<file path="config.mk">
export PLATFORM = sky130hd
export DESIGN_NAME = wds_top
export DESIGN_NICKNAME = d
export VERILOG_FILES = /design/src/design/wds_pkg.sv /design/src/design/wds_top.sv /design/src/design/wds_sync.sv
export SDC_FILE = /design/constraint.sdc
export NUM_CORES = 1
export LEC_CHECK = 0
export BUFFER_PORTS_ARGS = -buffer_cell sky130_fd_sc_hd__buf_2
export CORE_UTILIZATION = 45
export DETAILED_ROUTE_END_ITERATION = 12
export PLACE_DENSITY_LB_ADDON = 0.25
export SYNTH_ARGS = -nofsm -noshare
export SYNTH_HDL_FRONTEND = slang
export SYNTH_SLANG_ARGS = --single-unit
</file>
<file path="constraint.sdc">
create_clock -name MCLK_I -period 4.8 [get_ports MCLK_I]
set_input_delay 0.48 -clock MCLK_I [delete_from_list [all_inputs] [get_ports MCLK_I]]
set_output_delay 0.48 -clock MCLK_I [all_outputs]
set_load 0.01 [all_outputs]
</file>
<file path="src/design/wds_pkg.sv">
package wds_pkg;
   localparam logic [7:0] SERVICE_OFFSET   = 8'h17;
   localparam logic [7:0] CONTROL_OFFSET   = 8'h16;
   localparam logic [7:0] ARM_VALUE        = 8'h55;
   localparam logic [7:0] RESTART_VALUE    = 8'haa;
   localparam logic [7:0] SERVICE_RESET    = 8'h00;
   localparam int         WDOG_RATE_LSB    = 0;
   localparam int         WDOG_SUPPRESS_BIT = 3;
   localparam int         WDOG_WINDOW_BIT  = 4;
   localparam logic [2:0] RATE_RESET       = 3'h7;
   localparam int         RATE_BASE_SHIFT  = 12;
   localparam int         CNT_W            = 24;
   localparam int         RST_PULSE_CYCLES = 4;
   typedef enum logic [1:0] {SVC_IDLE, SVC_ARMED} wds_svc_t;
endpackage

</file>
<file path="src/design/wds_top.sv">
// Added by the designer: the strobed register port.
`timescale 1ns/1ps
// Functional notes
// - writing 0x55 to the service register arms the sequence
// - writing 0xaa after arming completes service and restarts the time-out
// - other accesses between the two writes do not break the sequence
// - time-out before a completed 0x55 then 0xaa pair forces a reset
// - any other value written to the service register forces a reset at once
// - in windowed mode completion before the last quarter forces a reset
// - windowed mode allows repeated 0x55; after 0xaa wait for next window
// - three-bit rate selects power-of-two time-out; zero switches the watchdog off
// - reset-suppress blocks every new watchdog reset; one already running when it is set runs to its end
module wds_top
   import wds_pkg::*;
(
   input  wire logic       MCLK_I,
   input  wire logic       SYS_RST_I,
   input  wire logic       CRYSTAL_TICK_I,
   input  wire logic [7:0] ADDR_I,
   input  wire logic [7:0] WDATA_I,
   input  wire logic       WR_I,
   input  wire logic       RD_I,
   output logic      [7:0] RDATA_O,
   output logic            WDOG_RST_O,
   output logic            TIMEOUT_O
);
   import wds_pkg::*;

   logic             tick;
   logic             tick_q;
   wds_svc_t         state_q;
   wds_svc_t         state_d;
   logic [2:0]       rate_q;
   logic             window_q;
   logic             suppress_q;
   logic [CNT_W-1:0] cnt_q;
   logic [CNT_W-1:0] limit;
   logic [CNT_W-1:0] win_start;
   logic [2:0]       pulse_q;
   logic             fault_q;

   // crystal tick arrives from another domain
   wds_sync u_tick_sync (
      .clk_i (MCLK_I),
      .rst_i (SYS_RST_I),
      .d_i   (CRYSTAL_TICK_I),
      .q_o   (tick)
   );
   // edge detector resets to the idle level of the tick, no false edge after reset
   always_ff @(posedge MCLK_I) begin
      if (SYS_RST_I) begin
         tick_q <= 1'b0;
      end else begin
         tick_q <= tick;
      end
   end
   wire tick_edge = tick & ~tick_q;

   wire svc_wr    = WR_I && (ADDR_I == SERVICE_OFFSET);
   wire ctl_wr    = WR_I && (ADDR_I == CONTROL_OFFSET);
   wire enabled   = (rate_q != 3'h0);
   wire arm_wr    = svc_wr && (WDATA_I == ARM_VALUE);
   wire done_wr   = svc_wr && (WDATA_I == RESTART_VALUE);
   wire bad_wr    = svc_wr && !arm_wr && !done_wr;

   // window edges ignore prescaler phase; the usable window is slightly narrower in silicon
   assign limit     = CNT_W'(1) << (RATE_BASE_SHIFT + int'(rate_q));
   assign win_start = limit - (limit >> 2);
   wire in_window   = (cnt_q >= win_start);
   wire early       = window_q && !in_window;
   wire expired     = enabled && tick_edge && (cnt_q == limit - CNT_W'(1));
   // a complete needs prior arming; idle 0xaa is a sequence fault
   wire complete    = done_wr && (state_q == SVC_ARMED) && !early;
   wire seq_fault   = enabled && (bad_wr || (svc_wr && early)
                      || (done_wr && state_q != SVC_ARMED) || expired);

   always_comb begin
      state_d = state_q;
      unique case (state_q)
         SVC_IDLE:  if (arm_wr) state_d = SVC_ARMED;
         SVC_ARMED: if (done_wr) state_d = SVC_IDLE;
      endcase
   end

   always_ff @(posedge MCLK_I) begin
      if (SYS_RST_I) begin
         state_q <= SVC_IDLE;
      end else begin
         state_q <= state_d;
      end
   end

   always_ff @(posedge MCLK_I) begin
      if (SYS_RST_I) begin
         rate_q     <= RATE_RESET;
         window_q   <= 1'b0;
         suppress_q <= 1'b0;
      end else if (ctl_wr) begin
         rate_q     <= WDATA_I[WDOG_RATE_LSB +: 3];
         window_q   <= WDATA_I[WDOG_WINDOW_BIT];
         suppress_q <= WDATA_I[WDOG_SUPPRESS_BIT];
      end
   end

   always_ff @(posedge MCLK_I) begin
      // expiry restarts the count so a missed service fires again each period
      if (SYS_RST_I || complete || !enabled || expired) begin
         cnt_q <= '0;
      end else if (tick_edge) begin
         cnt_q <= cnt_q + CNT_W'(1);
      end
   end

   // stretched reset pulse; suppress blocks a new one, a pulse already running counts down to its end
   always_ff @(posedge MCLK_I) begin
      if (SYS_RST_I) begin
         pulse_q <= 3'h0;
         fault_q <= 1'b0;
      end else begin
         fault_q <= seq_fault;
         if (seq_fault && !suppress_q) pulse_q <= 3'(RST_PULSE_CYCLES);
         else if (pulse_q != 3'h0) pulse_q <= pulse_q - 3'h1;
      end
   end

   assign WDOG_RST_O = (pulse_q != 3'h0);
   assign TIMEOUT_O  = fault_q;

   // service register always reads zero; control reads back
   always_ff @(posedge MCLK_I) begin
      if (SYS_RST_I) RDATA_O <= SERVICE_RESET;
      else if (RD_I && ADDR_I == CONTROL_OFFSET)
         RDATA_O <= {3'h0, window_q, suppress_q, rate_q};
      else RDATA_O <= SERVICE_RESET;
   end
endmodule

</file>
<file path="src/design/wds_sync.sv">
`timescale 1ns/1ps
module wds_sync (
   input  wire logic clk_i,
   input  wire logic rst_i,
   input  wire logic d_i,
   output logic      q_o
);
   logic s1_q;
   always_ff @(posedge clk_i) begin
      if (rst_i) begin
         s1_q <= 1'b0;
         q_o  <= 1'b0;
      end else begin
         s1_q <= d_i;
         q_o  <= s1_q;
      end
   end
endmodule

</file>
==> summary.md <==
| Metric | Value |
|---|---|
| GRT Total Usage | 18.7% |
| Max Fanout on Critical Path | 24 |
| I/O Pins | 31 |
| Max Slew Vio Count | 0 |
| Insertion delay to the later sink of the worst-skew pair | 0.30 ns |
| Vias in the first global route | 2397 |
| Synth area leaders | dfxtp_1 (27%), ha_1 (11%), nor2_1 (5.2%), xnor2_1 (4.8%), xor2_1 (4.5%) |
| Initial Utilization | 47.5% |
| Initial antenna violation count | 0 |
| Largest net degree at the start of global routing | 25 |
| Fraction of registers with async set/reset | 0% |
| Synth Register Bits | 42 |
| Worst Setup End Kind | flip-flop |
| Area occupied by multi-input gates | 0.00210 mm^2 |
| Sequential fraction of the synthesis area | 27.3% |
| Residual DRC | 0 |
| Max-cap viol count | 0 |
| Storage cell area | 842 um^2 |
| Drt pass-1 iters | 4 |
| Post-synth EDFFs | 0 |
| Top_reg_cell synth | dfxtp_1 |
| Worst Path Arrival | 4.65 ns |
| Headroom to the max-slew limit | 55.3% |
| Clk_skew | 0.0137 ns |
| Post-layout instance area | 0.00335 mm^2 |
| Die ar. | 0.00719 mm^2 |
| Outcome | completed |
| Final worst path period share | 91.8% |
| Worst-margin pin slew | 0.664 ns |
| Die X-Extent | 84.8 um |
| Final setup TNS | 0 ns |
| Mean Syn Cell Area | 8.13 um^2 |
| Most frequent cells in the layout | nor2_1 (43), dfxtp_1 (41), nand2_1 (33), ha_1 (28), buf_2 (27) |
| Inserted Clock Buffers | 5 |
| Worst VDD drop | 166 uV |
| Drt via density | 5.40 |
| Via Count | 2629 |
| Commonest non-fill, non-tap cell in the layout | nor2_1 |
| CTS Sinks | 42 |
| Achievable Freq | 227 MHz |
| Core ar. | 0.00649 mm^2 |
| Gpl congestion | 0.832 |
| Dpl hpwl | 5050 um |
| Post-Route WL | 6400 um |
| Fin crit period | 4.41 ns |
| Leakage power total | 1.40 nW |
| CTS tree | done |
| Overflow after GRT | 0 |
| Layout Utilization | 51.6% |
| Final antenna-violating net count | 0 |
| Synth area leader | dfxtp_1 |
| Syn-to-layout area delta | 8.81% |
| Post-Synthesis Cells | 379 |
| Setup bufs post-CTS | 0 |
| Final Hold Viols | 0 |
| Netlist cell types | 59 |
| Type of the worst setup path | reg2reg |
| Diode count | 0 |
| Final setup vio count | 0 |
| Share of cells above drive strength 1 | 12.9% |
| Htree depth | 2 |
| Startpoint Class | flip-flop |
| Placed cell area | 0.00326 mm^2 |
| Layout Nets | 458 |
| Unrepaired setup endpoints after global routing | false |
| I/O Buffers | 27 |
| Hold Crit Class | in2reg |
| Root buf cell | clkbuf_8 |
| Site row count | 29 |
| Fillers | 629 |
| Pwr/cell area | 218 mW/mm^2 |
| Clock Pin Slew Worst Setup and Hold Paths | 0.09 ns |
| Yosys warning count | 0 |
| First-pass GRT wire length | 11000 um |
| Clk buf depth | 2 |
| WL/cell | 13.1 um |
| Mapped cell area | 0.00308 mm^2 |
| Post-synth top area share | 27.3% |
| First DRT Iteration DRCs | 98 |
| Floorplan die height | 84.8 um |
| Critical path required time | 5.05 ns |
-- routing by layer --
metal	track usage, %	wire (um)	share of wire [%]	vias up
li1	-	-	-	1374
met1	26.4	3260	51	1202
met2	30.4	2860	45	46
met3	2.95	233	3.6	7
met4	3.54	51	0.80	0
met5	0	0	0	-
-- what timing repair did --
item	4_1_cts	5_1_grt
hold buffers	0	0
resized for setup	0	1
setup endpoints to repair	0	1
-- worst max-delay path, cell delays in order, from the launching register on --
cell,delay (ns)
dfxtp_1,0.42
or3_1,0.53
inv_1,0.20
ha_1,0.33
and4_1,0.22
a211o_1,0.25
and3_1,0.17
a311oi_1,0.33
ha_1,0.32
and4_1,0.23
o211a_1,0.13
a211oi_2,0.28
a211oi_1,0.10
or4b_1,0.46
buf_4,0.23
nor2_1,0.13
-- final cells by class --
cell class / count / area share, %
repair buffers: 31 / 4.92
inverters: 16 / 1.79
well taps: 77 / 2.87
flip-flops and latches: 42 / 25.1
clock buffers: 5 / 2.05
clock inverters: 3 / 0.709
multi-input cells: 313 / 62.6
-- Yosys cell counts, types with 5 or more instances --
| cell | instances |
|---|---|
| nand3_1 | 19 |
| a21oi_1 | 14 |
| mux2i_1 | 7 |
| inv_1 | 16 |
| nor3_1 | 9 |
| clkbuf_1 | 9 |
| nand2_1 | 33 |
| nor4_1 | 9 |
| nor2_1 | 43 |
| buf_4 | 5 |
| xor2_1 | 16 |
| o21ai_0 | 7 |
| dfxtp_1 | 42 |
| and2_1 | 6 |
| xnor2_1 | 17 |
| ha_1 | 28 |
| and3_1 | 9 |
| and4_1 | 6 |
| nor2b_1 | 7 |
-- report_power, final --
group	total [mW]	internal (mW)	switching, mW
Clock	0.236	0.104	0.132
Sequential	0.362	0.357	0.00433
Combinational	0.133	0.0607	0.0727
-- logic make-up (layout without fill, tap and decap cells) --
kind of cell,Yosys count,in the layout,synth area share [%]
simple gates,178,178,31.5
compound gates,51,51,11.6
flops,42,42,27.3
buf+inv,38,55,6.37
xor+xnor,33,33,9.37
fa+ha+maj,28,28,11.4
mux,7,7,2.27
other cells,2,16,0.244
-- worst paths after layout --
kind	from	endpoint	slack, ns	depth (start not counted)
max reg2reg	rate_q[2]	cnt_q[6]	0.39	15
max	rate_q[2]	cnt_q[6]	0.39	15
min	CRYSTAL_TICK_I	u_tick_sync.s1_q	0.38	2
min reg2reg	u_tick_sync.s1_q	u_tick_sync.q_o	0.46	1
-- per-stage QoR --
step	hold WS, ns	power [mW]	setup WS (ns)	cells
2_1_floorplan	0.414	0.469	0.608	393
3_3_place_gp	0.416	0.494	0.421	479
3_5_place_dp	0.442	0.500	0.373	479
4_1_cts	0.379	0.732	0.377	487
5_1_grt	0.379	0.775	0.0516	487
6_report	0.380	0.732	0.393	487
-- sequential cells by signal, summed over array words and instances (netlist names) --
register and cells:
state_q 1, window_q 1, tick_q 1, u_tick_sync.q_o 1, cnt_q 24, RDATA_O 5
suppress_q 1, rate_q 3, pulse_q 3, u_tick_sync.s1_q 1, TIMEOUT_O 1
Power figures use the tool's default switching activity.
